**src/pkg/cqc_pkg.sv**
```systemverilog
// Package: register map, field layouts and types of the completion queue control block
package cqc_pkg;

  // ------------------------------------------------------------
  // Register byte addresses
  // ------------------------------------------------------------
  localparam logic [7:0] CQC_UPPER_ADDR_OFF = 8'hb4;
  localparam logic [7:0] CQC_TX_CTRL_OFF = 8'hb8;
  localparam logic [7:0] CQC_RX1_CTRL_OFF = 8'hbc;
  localparam logic [7:0] CQC_READ_POS_OFF = 8'hc4;
  localparam logic [7:0] CQC_TX_WPOS_OFF = 8'hd0;
  localparam logic [7:0] CQC_RX1_WPOS_OFF = 8'hd4;
  localparam logic [7:0] CQC_IRQ_STATUS_OFF = 8'hd8;
  localparam logic [7:0] CQC_IRQ_MASK_OFF = 8'hdc;

  // ------------------------------------------------------------
  // Field positions and sizes
  // ------------------------------------------------------------
  localparam int CQC_BASE_LSB = 8;
  localparam int CQC_WIDE_BIT = 7;
  localparam int CQC_PWE_BIT = 6;
  localparam int CQC_SIZE_BIT = 5;
  localparam int CQC_SINGLE_BIT = 4;
  localparam int CQC_FMT_LSB = 4;
  localparam int CQC_TX_MODE_BIT = 31;
  localparam int CQC_RX1_MODE_BIT = 15;
  localparam int CQC_TX_RPOS_LSB = 16;
  localparam int CQC_RX1_RPOS_LSB = 0;
  localparam int CQC_IDX_W = 10;
  localparam logic [10:0] CQC_ENTRIES = 11'h0400;
  localparam logic [31:0] CQC_READ_POS_MASK = 32'h83ff_83ff;
  localparam logic [31:0] CQC_RESET_WORD = 32'h0000_0000;
  localparam int CQC_IRQ_W = 2;

  // Receive entry formats
  typedef enum logic [1:0] {
    CQC_FMT_ONE_WORD = 2'b00,
    CQC_FMT_TWO_VLAN = 2'b01,
    CQC_FMT_TWO_CSUM = 2'b10,
    CQC_FMT_FOUR_WORD = 2'b11
  } cqc_fmt_t;

  // Avalon bus state
  typedef enum logic [0:0] {
    CQC_BUS_IDLE = 1'b0,
    CQC_BUS_DONE = 1'b1
  } cqc_bus_st_t;

  // Completion request from the producing engines
  typedef struct packed {
    logic valid;
    logic is_rx;
    logic [63:0] data;
  } cqc_req_t;

  // Host memory write toward the bus master
  typedef struct packed {
    logic valid;
    logic wide;
    logic [63:0] addr;
    logic [63:0] data;
    logic [3:0] words;
  } cqc_wr_t;

endpackage

```
**src/hw/cqc_queue.sv**
```systemverilog
// One completion ring: fill level, threshold compare and entry address
`timescale 1ns/10ps
module cqc_queue
  import cqc_pkg::*;
#(
  parameter int IDX_W = CQC_IDX_W
)
(
  // Clock and reset
  input wire logic clk_sys_i,
  input wire logic rst_n_i,
  // Settings
  input wire logic [IDX_W-1:0] write_position_i,
  input wire logic [IDX_W-1:0] read_position_i,
  input wire logic [3:0] fill_level_limit_i,
  input wire logic limit_compare_select_i,
  input wire logic [23:0] queue_base_i,
  input wire logic wide_addressing_i,
  input wire logic [31:0] shared_upper_address_i,
  input wire logic [4:0] step_bytes_i,
  // Status
  output logic empty_o,
  output logic full_o,
  output logic limit_hit_o,
  output logic [63:0] entry_addr_o
);

  typedef struct packed {
    logic limit_hit;
  } cqc_q_state_t;

  cqc_q_state_t state_reg;
  cqc_q_state_t state_next;
  logic [IDX_W-1:0] valid_cnt;
  logic [IDX_W:0] empty_cnt;
  logic [IDX_W:0] limit;
  logic [31:0] offset;

  // Ring occupancy
  assign empty_o = (write_position_i == read_position_i);
  assign full_o = (IDX_W'(write_position_i + 1'b1) == read_position_i);
  assign valid_cnt = IDX_W'(write_position_i - read_position_i);
  assign empty_cnt = (IDX_W + 1)'(CQC_ENTRIES) - {1'b0, valid_cnt};
  assign limit = (IDX_W + 1)'({fill_level_limit_i, 2'b00});

  // Host address of the next entry
  assign offset = 32'(write_position_i) * 32'(step_bytes_i);
  assign entry_addr_o = {wide_addressing_i ? shared_upper_address_i : 32'h0000_0000,
                         32'({queue_base_i, 8'h00}) + offset};
  assign limit_hit_o = state_reg.limit_hit;

  // Threshold compare in the selected mode
  always_comb
  begin
    state_next = state_reg;
    if (limit_compare_select_i)
      state_next.limit_hit = ({1'b0, valid_cnt} >= limit);
    else
      state_next.limit_hit = (empty_cnt <= limit);
  end

  // State register
  always_ff @(posedge clk_sys_i or negedge rst_n_i)
  begin
    if (!rst_n_i)
      state_reg <= '0;
    else
      state_reg <= state_next;
  end

endmodule

```
**src/hw/cqc_top.sv**
```systemverilog
// Completion queue control: registers, queue routing and descriptor writes
//
// Overview of operation
// - Each queue has 1024 slots and holds up to 1023 entries
// - Shared upper register gives address bits 63:32
// - Wide bit selects 64-bit master addressing
// - Write position writes need enable bit 6
// - Tx enable clear stops tx entries
// - Tx size bit picks 8 or 4 bytes
// - Single queue mode routes all to tx
// - Single mode limits rx entries to 8 bytes
// - Tx threshold is four times bits 3:0
// - Tx status by empty or valid compare
// - Rx1 format field selects entry words
// - Rx1 threshold and compare as tx
// - Read position bit 31 selects tx mode
// - Equal positions empty, plus one full
// - Positions step by one, entry address by entry size
`timescale 1ns/10ps
module cqc_top
  import cqc_pkg::*;
#(
  parameter int IDX_W = CQC_IDX_W
)
(
  // Clock and reset
  input wire logic clk_sys_i,
  input wire logic rst_n_i,
  // Avalon-MM slave
  input wire logic [7:0] avs_address_i,
  input wire logic avs_read_i,
  input wire logic avs_write_i,
  input wire logic [31:0] avs_writedata_i,
  input wire logic [3:0] avs_byteenable_i,
  output logic [31:0] avs_readdata_o,
  output logic avs_waitrequest_o,
  // Completion requests from the engines
  input wire cqc_req_t comp_req_i,
  output logic comp_ready_o,
  // Descriptor writes to the host bus master
  output cqc_wr_t host_wr_o,
  input wire logic host_ready_i,
  // Interrupt
  output logic irq_o
);

  // ------------------------------------------------------------
  // State
  // ------------------------------------------------------------
  typedef struct packed {
    cqc_bus_st_t bus_st;
    logic [31:0] rdata;
    logic [31:0] shared_upper_address;
    logic [31:0] tx_ctrl;
    logic [31:0] rx1_ctrl;
    logic [31:0] read_pos;
    logic [IDX_W-1:0] tx_write_position;
    logic [IDX_W-1:0] rx1_write_position;
    logic [CQC_IRQ_W-1:0] irq_status;
    logic [CQC_IRQ_W-1:0] irq_mask;
    logic [CQC_IRQ_W-1:0] hit_d;
    cqc_wr_t wr;
  } cqc_state_t;

  cqc_state_t state_reg;
  cqc_state_t state_next;

  // ------------------------------------------------------------
  // Decoded fields
  // ------------------------------------------------------------
  logic tx_producer_write_enable;
  logic rx1_producer_write_enable;
  logic tx_descriptor_size_select;
  logic single_queue_mode;
  logic tx_queue_wide_addressing;
  logic rx1_wide_addressing;
  cqc_fmt_t rx1_entry_format;
  logic [4:0] tx_step;
  logic [4:0] rx1_step;
  logic [3:0] rx1_words;
  logic [3:0] req_words;
  logic tx_empty;
  logic tx_full;
  logic tx_hit;
  logic rx1_empty;
  logic rx1_full;
  logic rx1_hit;
  logic [63:0] tx_addr;
  logic [63:0] rx1_addr;
  logic to_rx1;
  logic target_full;
  logic target_on;
  logic accept;
  logic bus_go;
  logic bus_wr;
  logic [31:0] wmask;

  assign tx_queue_wide_addressing = state_reg.tx_ctrl[CQC_WIDE_BIT];
  assign tx_producer_write_enable = state_reg.tx_ctrl[CQC_PWE_BIT];
  assign tx_descriptor_size_select = state_reg.tx_ctrl[CQC_SIZE_BIT];
  assign single_queue_mode = state_reg.tx_ctrl[CQC_SINGLE_BIT];
  assign rx1_wide_addressing = state_reg.rx1_ctrl[CQC_WIDE_BIT];
  assign rx1_producer_write_enable = state_reg.rx1_ctrl[CQC_PWE_BIT];
  assign rx1_entry_format = cqc_fmt_t'(state_reg.rx1_ctrl[CQC_FMT_LSB +: 2]);

  // Entry sizes in bytes and 32-bit words
  assign tx_step = tx_descriptor_size_select ? 5'h08 : 5'h04;
  always_comb
  begin
    case (rx1_entry_format)
      CQC_FMT_ONE_WORD: rx1_words = 4'h1;
      CQC_FMT_TWO_VLAN: rx1_words = 4'h2;
      CQC_FMT_TWO_CSUM: rx1_words = 4'h2;
      CQC_FMT_FOUR_WORD: rx1_words = 4'h4;
      default: rx1_words = 4'h1;
    endcase
  end
  assign rx1_step = 5'({rx1_words, 2'b00});

  // ------------------------------------------------------------
  // Queue instances
  // ------------------------------------------------------------
  cqc_queue #(.IDX_W(IDX_W)) u_tx_queue (
    .clk_sys_i(clk_sys_i),
    .rst_n_i(rst_n_i),
    .write_position_i(state_reg.tx_write_position),
    .read_position_i(state_reg.read_pos[CQC_TX_RPOS_LSB +: IDX_W]),
    .fill_level_limit_i(state_reg.tx_ctrl[3:0]),
    .limit_compare_select_i(state_reg.read_pos[CQC_TX_MODE_BIT]),
    .queue_base_i(state_reg.tx_ctrl[31:CQC_BASE_LSB]),
    .wide_addressing_i(tx_queue_wide_addressing),
    .shared_upper_address_i(state_reg.shared_upper_address),
    .step_bytes_i(tx_step),
    .empty_o(tx_empty),
    .full_o(tx_full),
    .limit_hit_o(tx_hit),
    .entry_addr_o(tx_addr)
  );

  cqc_queue #(.IDX_W(IDX_W)) u_rx1_queue (
    .clk_sys_i(clk_sys_i),
    .rst_n_i(rst_n_i),
    .write_position_i(state_reg.rx1_write_position),
    .read_position_i(state_reg.read_pos[CQC_RX1_RPOS_LSB +: IDX_W]),
    .fill_level_limit_i(state_reg.rx1_ctrl[3:0]),
    .limit_compare_select_i(state_reg.read_pos[CQC_RX1_MODE_BIT]),
    .queue_base_i(state_reg.rx1_ctrl[31:CQC_BASE_LSB]),
    .wide_addressing_i(rx1_wide_addressing),
    .shared_upper_address_i(state_reg.shared_upper_address),
    .step_bytes_i(rx1_step),
    .empty_o(rx1_empty),
    .full_o(rx1_full),
    .limit_hit_o(rx1_hit),
    .entry_addr_o(rx1_addr)
  );

  // ------------------------------------------------------------
  // Completion routing
  // ------------------------------------------------------------
  // Rx completions go to rx1 unless single queue mode overrides it
  assign to_rx1 = comp_req_i.is_rx && !single_queue_mode;
  assign target_full = to_rx1 ? rx1_full : tx_full;
  assign target_on = to_rx1 ? 1'b1 : tx_producer_write_enable;
  assign comp_ready_o = !state_reg.wr.valid && target_on && !target_full;
  assign accept = comp_req_i.valid && comp_ready_o;
  always_comb
  begin
    if (to_rx1)
      req_words = rx1_words;
    else if (comp_req_i.is_rx)
      req_words = 4'h2;
    else
      req_words = tx_descriptor_size_select ? 4'h2 : 4'h1;
  end

  // ------------------------------------------------------------
  // Bus handshake and byte lanes
  // ------------------------------------------------------------
  assign bus_go = (avs_read_i || avs_write_i) && (state_reg.bus_st == CQC_BUS_IDLE);
  // Writes land only at the edge where waitrequest is seen low
  assign bus_wr = avs_write_i && (state_reg.bus_st == CQC_BUS_DONE);
  assign avs_waitrequest_o = (avs_read_i || avs_write_i) && (state_reg.bus_st == CQC_BUS_IDLE);
  assign avs_readdata_o = state_reg.rdata;
  assign host_wr_o = state_reg.wr;
  assign irq_o = |(state_reg.irq_status & state_reg.irq_mask);

  genvar g;
  generate
    for (g = 0; g < 4; g = g + 1)
    begin : g_lane
      assign wmask[8*g +: 8] = {8{avs_byteenable_i[g]}};
    end
  endgenerate

  // ------------------------------------------------------------
  // Next state
  // ------------------------------------------------------------
  always_comb
  begin
    state_next = state_reg;
    state_next.hit_d = {rx1_hit, tx_hit};
    // Bus answers one cycle after the request appears
    case (state_reg.bus_st)
      CQC_BUS_IDLE: if (bus_go) state_next.bus_st = CQC_BUS_DONE;
      CQC_BUS_DONE: state_next.bus_st = CQC_BUS_IDLE;
      default: state_next.bus_st = CQC_BUS_IDLE;
    endcase
    // Host write leaves when the master takes it
    if (state_reg.wr.valid && host_ready_i)
      state_next.wr.valid = 1'b0;
    // New completion descriptor
    if (accept)
    begin
      state_next.wr.valid = 1'b1;
      state_next.wr.data = comp_req_i.data;
      state_next.wr.words = req_words;
      if (to_rx1)
      begin
        state_next.wr.addr = rx1_addr;
        state_next.wr.wide = rx1_wide_addressing;
        state_next.rx1_write_position = IDX_W'(state_reg.rx1_write_position + 1'b1);
      end
      else
      begin
        state_next.wr.addr = tx_addr;
        state_next.wr.wide = tx_queue_wide_addressing;
        state_next.tx_write_position = IDX_W'(state_reg.tx_write_position + 1'b1);
      end
    end
    // Register access
    if (bus_go && avs_read_i)
    begin
      case (avs_address_i)
        CQC_UPPER_ADDR_OFF: state_next.rdata = state_reg.shared_upper_address;
        CQC_TX_CTRL_OFF: state_next.rdata = state_reg.tx_ctrl;
        CQC_RX1_CTRL_OFF: state_next.rdata = state_reg.rx1_ctrl;
        CQC_READ_POS_OFF: state_next.rdata = state_reg.read_pos;
        CQC_TX_WPOS_OFF: state_next.rdata = 32'(state_reg.tx_write_position);
        CQC_RX1_WPOS_OFF: state_next.rdata = 32'(state_reg.rx1_write_position);
        CQC_IRQ_STATUS_OFF: state_next.rdata = 32'(state_reg.irq_status);
        CQC_IRQ_MASK_OFF: state_next.rdata = 32'(state_reg.irq_mask);
        default: state_next.rdata = CQC_RESET_WORD;
      endcase
    end
    if (bus_wr)
    begin
      case (avs_address_i)
        CQC_UPPER_ADDR_OFF: state_next.shared_upper_address =
          (state_reg.shared_upper_address & ~wmask) | (avs_writedata_i & wmask);
        CQC_TX_CTRL_OFF: state_next.tx_ctrl =
          (state_reg.tx_ctrl & ~wmask) | (avs_writedata_i & wmask);
        CQC_RX1_CTRL_OFF: state_next.rx1_ctrl =
          (state_reg.rx1_ctrl & ~wmask) | (avs_writedata_i & wmask);
        CQC_READ_POS_OFF: state_next.read_pos = ((state_reg.read_pos & ~wmask) |
          (avs_writedata_i & wmask)) & CQC_READ_POS_MASK;
        CQC_TX_WPOS_OFF:
          if (tx_producer_write_enable && !accept)
            state_next.tx_write_position = avs_writedata_i[IDX_W-1:0];
        CQC_RX1_WPOS_OFF:
          if (rx1_producer_write_enable && !accept)
            state_next.rx1_write_position = avs_writedata_i[IDX_W-1:0];
        CQC_IRQ_MASK_OFF: state_next.irq_mask = avs_writedata_i[CQC_IRQ_W-1:0];
        default: ;
      endcase
    end
    // Sticky status: clear by writing one, a new rising hit wins
    if (bus_wr && avs_address_i == CQC_IRQ_STATUS_OFF)
      state_next.irq_status = state_reg.irq_status & ~avs_writedata_i[CQC_IRQ_W-1:0];
    state_next.irq_status = state_next.irq_status |
      ({rx1_hit, tx_hit} & ~state_reg.hit_d);
  end

  // State register
  always_ff @(posedge clk_sys_i or negedge rst_n_i)
  begin
    if (!rst_n_i)
      state_reg <= '0;
    else
      state_reg <= state_next;
  end

endmodule

```
**config.mk**
```make
export PLATFORM = sky130hd
export DESIGN_NAME = cqc_top
export DESIGN_NICKNAME = d
export VERILOG_FILES = /design/src/pkg/cqc_pkg.sv /design/src/hw/cqc_queue.sv /design/src/hw/cqc_top.sv
export SDC_FILE = /design/constraint.sdc
export NUM_CORES = 1
export LEC_CHECK = 0
export CORE_MARGIN = 1
export CORE_UTILIZATION = 60
export DETAILED_ROUTE_END_ITERATION = 6
export DONT_BUFFER_PORTS = 1
export GPL_TIMING_DRIVEN = 0
export HOLD_SLACK_MARGIN = 0.1
export PLACE_DENSITY_LB_ADDON = 0.12
export SYNTH_ARGS = -nofsm -noshare
export SYNTH_HDL_FRONTEND = slang
export SYNTH_SLANG_ARGS = --single-unit
```
**constraint.sdc**
```tcl
create_clock -name clk_sys_i -period 6.7 [get_ports clk_sys_i]
set_input_delay 1.005 -clock clk_sys_i [delete_from_list [all_inputs] [get_ports clk_sys_i]]
set_output_delay 1.005 -clock clk_sys_i [all_outputs]
set_load 0.02 [all_outputs]
```
# Word level (Yosys, flattened, before mapping)

Index checks and enable logic that the tools add are counted.

Magnitude comparators: 4
Bitwise logic cells: 17
Add/subtract/negate cells: 8
Reduce and logical (&&, ||, !) cells: 25
Multiplexer cells: 26
Equality and inequality tests: 13
Multiply operators: 2

Operators with widths:

| kind                                               | count |
|---|---|
| case mux 32 bit (8 select lines)                   | 1 |
| AND 32 bit                                         | 5 |
| 2-to-1 mux 134 bit                                 | 1 |
| OR 32 bit                                          | 4 |
| 2-to-1 mux 65 bit                                  | 1 |
| equality test 8 bit, second input constant         | 8 |
| 2-to-1 mux 32 bit                                  | 2 |
| 2-to-1 mux 10 bit                                  | 6 |
| 2-to-1 mux 20 bit                                  | 2 |
| adder 32 x 14 -> 32 bit                            | 1 |
| adder 32 x 15 -> 32 bit                            | 1 |
| inverter 32 bit                                    | 1 |
| <= comparator 11 x 6 -> 1 bit                      | 2 |
| subtractor 11 x 10 -> 11 bit, first input constant | 2 |
| adder 10 x 1 -> 10 bit, second input constant      | 2 |
| equality test 10 bit                               | 2 |
| >= comparator 10 x 6 -> 1 bit                      | 2 |
| subtractor 10 bit                                  | 2 |
| multiplier 10 x 4 -> 14 bit                        | 1 |
| multiplier 10 x 3 -> 13 bit                        | 1 |
| case mux 4 bit (3 select lines)                    | 1 |
| logical AND 1 bit                                  | 11 |
| AND reduction 2 bit                                | 5 |
| 2-to-1 mux 4 bit                                   | 2 |
| other kinds (14)                                   | 29 |

Output and inout bits: 169
Input port bits: 115
Flip-flop bits (word level): 313

# Logic depth before layout (Yosys ltp)

Gate-level depths: netlist of the first run.

Word-level depth: 11
Mapped depth: 25
Depth with buffers taken out: 24

# By module

From an unflattened synthesis of the first run, not the netlist that was laid out.

Cell total of the unflattened synthesis: 2170
Area, all modules: 21868.5 um^2

Modules (own cells, without submodules):

| module                  | cells an instance | seq. area each (um^2) | times used | area an instance (um^2) |
|---|---|---|---|---|
| cqc_top                 | 1305              | 7757.4                | 1          | 15137.0 |
| cqc_queue (u_rx1_queue) | 442               | 25.0                  | 1          | 3453.3 |
| cqc_queue (u_tx_queue)  | 423               | 25.0                  | 1          | 3278.1 |

# Least setup slack after synthesis of the first run

OpenSTA, ideal clock, no wires.

Path kind: reg2reg
Start: register with a tool-made name
End: register state_reg, in the netlist host_wr_o[87]
Path slack: 1.896 ns
Cell stages (with the launch flop): 25
Required time: 6.567 ns
Path buffers: 1
Library setup time: 0.133 ns
Arrival time: 4.671 ns
Cell sequence: dfrtp_1 -> inv_1 -> ha_1 -> clkbuf_1 -> nand2_1 -> fa_1 -> inv_1 -> ha_1 -> a21o_1 -> a21oi_1 -> o21ai_0 -> a21oi_1 -> o21ai_0 -> a21o_1 -> a21oi_1 -> xnor2_1 -> ha_1 -> or2_2 -> a21oi_1 -> o21bai_1 -> and3b_1 -> xnor2_1 -> nor2_1 -> a21oi_1 -> o21ai_0

RTL lines:

| item                 | line           | RTL |
|---|---|---|
| end signal, assigned | cqc_top.sv:279 | `state_reg <= state_next;` |
| end, declared        | cqc_top.sv:65  | `cqc_state_t state_reg;` |

==> results.yml, run 1 <==
outcome:
  status: "complete, but fails checks"
  violations_in_the_final_reports: "design-rule violations"
grt:
  grt_peak_use_layer: "met2"
  global_route.usage.met3_pct: 6.32
  vias_in_the_first_global_route: 14534
  largest_net_degree_at_the_start_of_global_routing: 311
  grt.total_usage_pct: 33.4
  use_met1_pct: 46.0
  overflow: 0
  grt_pass1_wl_um: 83100
  use_met2_pct: 51.8
  antenna_found_initial: 0
logic_synthesis:
  postSynth.topFlopCell: "sky130_fd_sc_hd__dfrtp_1"
  synth.top_cell.area_share_pct: 41.0
  yosys_warnings: 0
  synth_top_cells_by_count: "sky130_fd_sc_hd__dfrtp_1, sky130_fd_sc_hd__nand2_1, sky130_fd_sc_hd__buf_4"
  syn_area_mm2: 0.0189
  ys_async_sr_fraction_pct: 100
  synth.distinct_cells: 73
  ranking_of_synthesized_cells_by_area: "sky130_fd_sc_hd__dfrtp_1, sky130_fd_sc_hd__mux2_2, sky130_fd_sc_hd__buf_4"
  synth_sequential_area_ratio_pct: 41.0
  yosys.cell_count.top_type: "sky130_fd_sc_hd__dfrtp_1"
  synth_edf_count: 0
  yosys.area.top_type: "sky130_fd_sc_hd__dfrtp_1"
  synth.ff_latch_count: 310
  synth_area_per_cell_um2: 9.72
  post_synth_inst_count: 1947
cts:
  ctsHoldBuffers: 0
  post_cts.repair.setup_buffers: 0
  htree_levels: 2
  cts.sink_count: 310
  clockBufferDepth: 3
  tritoncts: "done"
  insertion_delay_to_the_later_sink_of_the_worst_skew_pair_ns: 0.52
  cts_resized: 0
  clk_pin_slew_worst_paths_ns: 0.06
  tritoncts.num_buffers: 37
  root_buffer: "sky130_fd_sc_hd__clkbuf_16"
job:
  timing.max_cap.violations: 0
routing:
  route.detailed.drc: 26
  detail_route.wirelength_um: 53100
  drtIter0Drc: 1463
  detailroute.via_count: 14582
  drt_pre_antenna_iters: 7
  avgViaCountPerCell: 6.03
  ant_nets: 0
  post_drt_wl_per_cell_um: 22.0
sta:
  final-setup-viol-count: 0
  clock_skew_ns: 0.0172
  fin_worst_hold_slack_ns: 0.187
  transition_time_of_the_tightest_slew_check_pin_ns: 1.04
  totalNegativeSetupSlack_ns: 0
  relative_max_transition_margin_pct: 30.2
  maxClockFrequency_ghz: 0.173
  finalCriticalPeriod_ns: 5.78
  slew_viol_final: 0
  layout_worst_path_cycle_share_pct: 86.2
  grt_setup_unrepaired: "no"
  hold_viol: 0
setup_path:
  timing_worst_setup_path_type: "reg -> reg"
  path_max_fanout: 10
  cp.required_ns: 7.13
  end_kind: "register"
  rr_worst_depth: 24
  worstPathArrival_ns: 6.21
  r2r-end: "host_wr_o[93]"
  worst_setup_path_start_kind: "register"
  regToRegSetupSlack_ns: 0.92
pwr:
  power_density_mw_per_mm2: 274
  worst_vdd_rail_ir_drop_v: 0.000247
  power.leakage_nw: 9.97
  report.power.total_mw: 5.67
placed_design:
  io_buffer_count: 0
  place.detailed.hpwl_um: 39600
  placedCellCount: 2354
  place.gp.congestion: 0.934
cells_and_area:
  layout_stage_area_growth_over_the_synthesis_result_pct: 9.15
  fillerInstances: 2550
  final_cell_count_no_fill: 2417
  antenna_cells: 0
  final_core_utilization_pct: 67.0
  layout_cell_share_with_drive_strength_beyond_1_pct: 21.6
  number_of_nets_in_the_final_layout: 2209
die:
  die-width_um: 180
  rows: 64
  dieArea_mm2: 0.0323
  initial_utilization_pct: 61.4
  io_pins: 284
  dieHeight_um: 180
  fp.coreArea_mm2: 0.0308
min_path:
  hp-class: "in -> async"
==> area by class of cell <==
class                           instances  area [µm²]  area share [%]
Clock buffer                           52        1080            5.24
Buffer                                259        1660            8.03
Clock inverter                         11         113           0.545
Tap cell                              396         495            2.40
Inverter                              101         379            1.84
Multi-Input combinational cell       1288        9170            44.4
Sequential cell                       310        7760            37.6
==> placed cells by master (no fill, tap or decap), drive strengths merged, types with 15 or more instances in the layout <==
master,synthesis,final
a222oi,15,15
inv,100,100
nand3,38,38
a21oi,60,60
and2,15,15
o21ai,157,157
mux2i,46,46
nor2b,15,15
xnor2,49,49
buf,202,202
nand2,262,262
and3,17,17
ha,79,79
clkbuf,57,109
nor2,84,84
nor3,26,26
a22o,24,24
fa,18,18
xor2,38,38
dfrtp,310,310
mux2,163,163
==> metrics by stage <==
stage | cell area, µm² | setup slack (ns)
after floorplan | 19000 | 1.90
after global placement | 19500 | 1.07
after detailed placement | 19500 | 0.932
after CTS | 20700 | 0.908
after global routing | 20700 | 0.540
final | 20700 | 0.923
==> worst max-delay path, cell delays in order, from the launching register on <==
cell and delay (ns):
sky130_fd_sc_hd__dfrtp_1 0.38, sky130_fd_sc_hd__inv_1 0.08, sky130_fd_sc_hd__ha_1 0.34, sky130_fd_sc_hd__clkbuf_1 0.34
sky130_fd_sc_hd__nand2_1 0.13, sky130_fd_sc_hd__fa_1 0.57, sky130_fd_sc_hd__inv_1 0.06, sky130_fd_sc_hd__ha_1 0.29
sky130_fd_sc_hd__a21o_1 0.18, sky130_fd_sc_hd__a21oi_1 0.23, sky130_fd_sc_hd__o21ai_0 0.11, sky130_fd_sc_hd__a21oi_1 0.24
sky130_fd_sc_hd__o21ai_0 0.17, sky130_fd_sc_hd__a21o_1 0.20, sky130_fd_sc_hd__a21oi_1 0.16, sky130_fd_sc_hd__xnor2_1 0.20
sky130_fd_sc_hd__ha_1 0.33, sky130_fd_sc_hd__or2_2 0.29, sky130_fd_sc_hd__a21oi_1 0.18, sky130_fd_sc_hd__o21bai_1 0.38
sky130_fd_sc_hd__nor2_1 0.27, sky130_fd_sc_hd__nand3_1 0.16, sky130_fd_sc_hd__xnor2_1 0.13, sky130_fd_sc_hd__mux2i_1 0.09
sky130_fd_sc_hd__o21ai_0 0.17
==> cells by family after synthesis <==
family | synth area share (%)
fa+ha+maj | 7.13
other cells | 0.0198
buf+inv | 10.8
xor+xnor | 4.03
flops | 41.0
mux | 12.2
simple gates | 12.6
compound gates | 12.3
==> routing by layer <==
layer / wire [µm] / part of all wire (%) / vias up
met5: 0 / 0 / -
met4: 2380 / 4.5 / 0
met2: 23600 / 44 / 672
met1: 22200 / 42 / 7112
met3: 4930 / 9.3 / 135
li1: - / - / 6663
==> worst max path at each step <==
stage	from	end	slack, ns
final	register	host_wr_o[93]	0.92
after global routing	register	host_wr_o[97]	0.54
after CTS	register	host_wr_o[93]	0.91
after detailed placement	register	host_wr_o[93]	0.93
after global placement	register	host_wr_o[93]	1.07
after floorplan	register	host_wr_o[87]	1.90
==> report_power, final <==
group / switching, mW / internal [mW] / leakage, nW
clock: 0.780 / 1.20 / 0.586
combinational: 0.885 / 0.634 / 5.45
sequential: 0.128 / 2.04 / 3.94
Note: power is estimated with default switching activity, not from simulation.
==> inputs of run 2 (changes only) <==
Settings changed: MAX_ROUTING_LAYER set to met4.
==> run 2 against run 1 <==
Against the previous run:
- the flow still finishes with violations (design-rule violations)
- cell count about the same
- clock skew decreased by 0.0050 ns
- sequential power about the same
- clock power about the same
- largest power group unchanged
==> results.yml, run 2 (synthesized netlist as in run 1, its figures left out) <==
placed_design:
  place.detailed.hpwl_um: 39800
  placedCellCount: 2354
  post_dp_cell_area_mm2: 0.0195
  io_buffer_count: 0
  place.gp.congestion: 0.937
routing:
  detail_route.wirelength_um: 53800
  route.detailed.drc: 25
  avgViaCountPerCell: 6.07
  ant_nets: 0
  detailroute.via_count: 14675
  post_drt_wl_per_cell_um: 22.3
  drtIter0Drc: 1521
  drt_pre_antenna_iters: 7
setup_path:
  path_max_fanout: 10
  timing_worst_setup_path_type: "reg -> reg"
  worstPathArrival_ns: 6.23
  worst_setup_path_start_kind: "register"
  cp.required_ns: 7.09
  end_kind: "register"
cts:
  tritoncts: "done"
  cts.sink_count: 310
  root_buffer: "sky130_fd_sc_hd__clkbuf_16"
  post_cts.repair.setup_buffers: 0
  clk_pin_slew_worst_paths_ns: 0.06
  htree_levels: 2
  clockBufferDepth: 3
  tritoncts.num_buffers: 36
  cts_resized: 0
  insertion_delay_to_the_later_sink_of_the_worst_skew_pair_ns: 0.51
  ctsHoldBuffers: 0
die:
  fp.coreArea_mm2: 0.0308
  initial_utilization_pct: 61.4
  die-width_um: 180
  io_pins: 284
  rows: 64
  dieArea_mm2: 0.0323
  dieHeight_um: 180
sta:
  grt_setup_unrepaired: "no"
  hold_viol: 0
  transition_time_of_the_tightest_slew_check_pin_ns: 1.08
  totalNegativeSetupSlack_ns: 0
  layout_worst_path_cycle_share_pct: 87.2
  finalCriticalPeriod_ns: 5.84
  relative_max_transition_margin_pct: 27.6
  final-setup-viol-count: 0
  clock_skew_ns: 0.0122
  slew_viol_final: 0
  maxClockFrequency_ghz: 0.171
  fin_worst_hold_slack_ns: 0.191
cells_and_area:
  layout_cell_share_with_drive_strength_beyond_1_pct: 21.4
  layout.cells.most_common: "sky130_fd_sc_hd__dfrtp_1"
  final_core_utilization_pct: 67.0
  ff_latch_area_mm2: 0.00776
  postLayoutCellArea_mm2: 0.0206
  fillerInstances: 2543
  layout_stage_area_growth_over_the_synthesis_result_pct: 9.10
  antenna_cells: 0
  layout_common_cells: "sky130_fd_sc_hd__dfrtp_1, sky130_fd_sc_hd__nand2_1, sky130_fd_sc_hd__buf_4"
  number_of_nets_in_the_final_layout: 2208
  multi_input_area_mm2: 0.00917
  final_cell_count_no_fill: 2416
grt:
  antenna_found_initial: 0
  grt_pass1_wl_um: 83400
  overflow: 0
  largest_net_degree_at_the_start_of_global_routing: 311
  grt.total_usage_pct: 34.4
  vias_in_the_first_global_route: 14385
min_path:
  hp-class: "in -> async"
pwr:
  power_density_mw_per_mm2: 275
  worst_vdd_rail_ir_drop_v: 0.000223
  power.leakage_nw: 9.97
job:
  timing.max_cap.violations: 0
outcome:
  status: "complete, but fails checks"
  violations_in_the_final_reports: "design-rule violations"
==> run 2: cell types whose count changed in the layout (fill, tap and decap cells not counted), sizes merged <==
cell,previous run,this run
bufinv,2,3
clkinv,7,5
clkinvlp,3,2
inv,100,101
==> run 2: per-layer routing <==
| layer | vias to the layer above | track usage (%) | routed length [µm] |
|---|---|---|---|
| met5 | - | - | 0 |
| met4 | 0 | 11.9 | 1740 |
| met3 | 114 | 6.04 | 4770 |
| met2 | 709 | 52.2 | 24200 |
| met1 | 7200 | 46.9 | 23100 |
| li1 | 6652 | - | - |
==> run 2: worst paths after layout <==
kind	slack [ns]	cells after the start	from	end
min reg2reg	0.39	0	u_rx1_queue.limit_hit_o	state_reg[135]
min	0.19	0	rst_n_i	host_wr_o[5]
max	0.86	24	register	host_wr_o[91]
max in group asynchronous	6.08	0	rst_n_i	host_wr_o[24]
max reg2reg	0.86	24	register	host_wr_o[91]
min in group clk_sys_i	0.39	0	u_rx1_queue.limit_hit_o	state_reg[135]
==> run 2: worst max-delay path, cell delays in order (launching register included) <==
cell	delay [ns]
sky130_fd_sc_hd__dfrtp_1	0.39
sky130_fd_sc_hd__inv_1	0.07
sky130_fd_sc_hd__ha_1	0.33
sky130_fd_sc_hd__clkbuf_1	0.36
sky130_fd_sc_hd__nand2_1	0.14
sky130_fd_sc_hd__fa_1	0.57
sky130_fd_sc_hd__inv_1	0.06
sky130_fd_sc_hd__ha_1	0.29
sky130_fd_sc_hd__a21o_1	0.18
sky130_fd_sc_hd__a21oi_1	0.23
sky130_fd_sc_hd__o21ai_0	0.11
sky130_fd_sc_hd__a21oi_1	0.23
sky130_fd_sc_hd__o21ai_0	0.18
sky130_fd_sc_hd__a21o_1	0.21
sky130_fd_sc_hd__a21oi_1	0.18
sky130_fd_sc_hd__xnor2_1	0.20
sky130_fd_sc_hd__ha_1	0.33
sky130_fd_sc_hd__or2_2	0.28
sky130_fd_sc_hd__a21oi_1	0.18
sky130_fd_sc_hd__o21bai_1	0.38
sky130_fd_sc_hd__nor2_1	0.28
sky130_fd_sc_hd__xnor2_1	0.22
sky130_fd_sc_hd__nand2_1	0.07
sky130_fd_sc_hd__o21ai_0	0.15
sky130_fd_sc_hd__o21ai_0	0.11
==> run 2: stage by stage <==
step                      power (mW)  setup WS [ns]
final                           5.68          0.858
after detailed placement        3.69          0.995
after global placement          3.65           1.06
after floorplan                 3.37           1.90
after global routing            5.93          0.428
after CTS                       5.68          0.949
==> run 2: area by class of cell <==
cell class	instances	share of cell area (%)
inverter	101	1.84
clock buffer	52	5.10
multi-input combinational	1288	44.4
clock inverter	10	0.648
buffer	259	8.03
tap	396	2.40
sequential	310	37.6
==> run 2: power breakdown <==
group | leakage, nW | switching [mW] | internal (mW)
logic | 5.45 | 0.880 | 0.633
clock network | 0.579 | 0.786 | 1.21
registers | 3.94 | 0.130 | 2.04
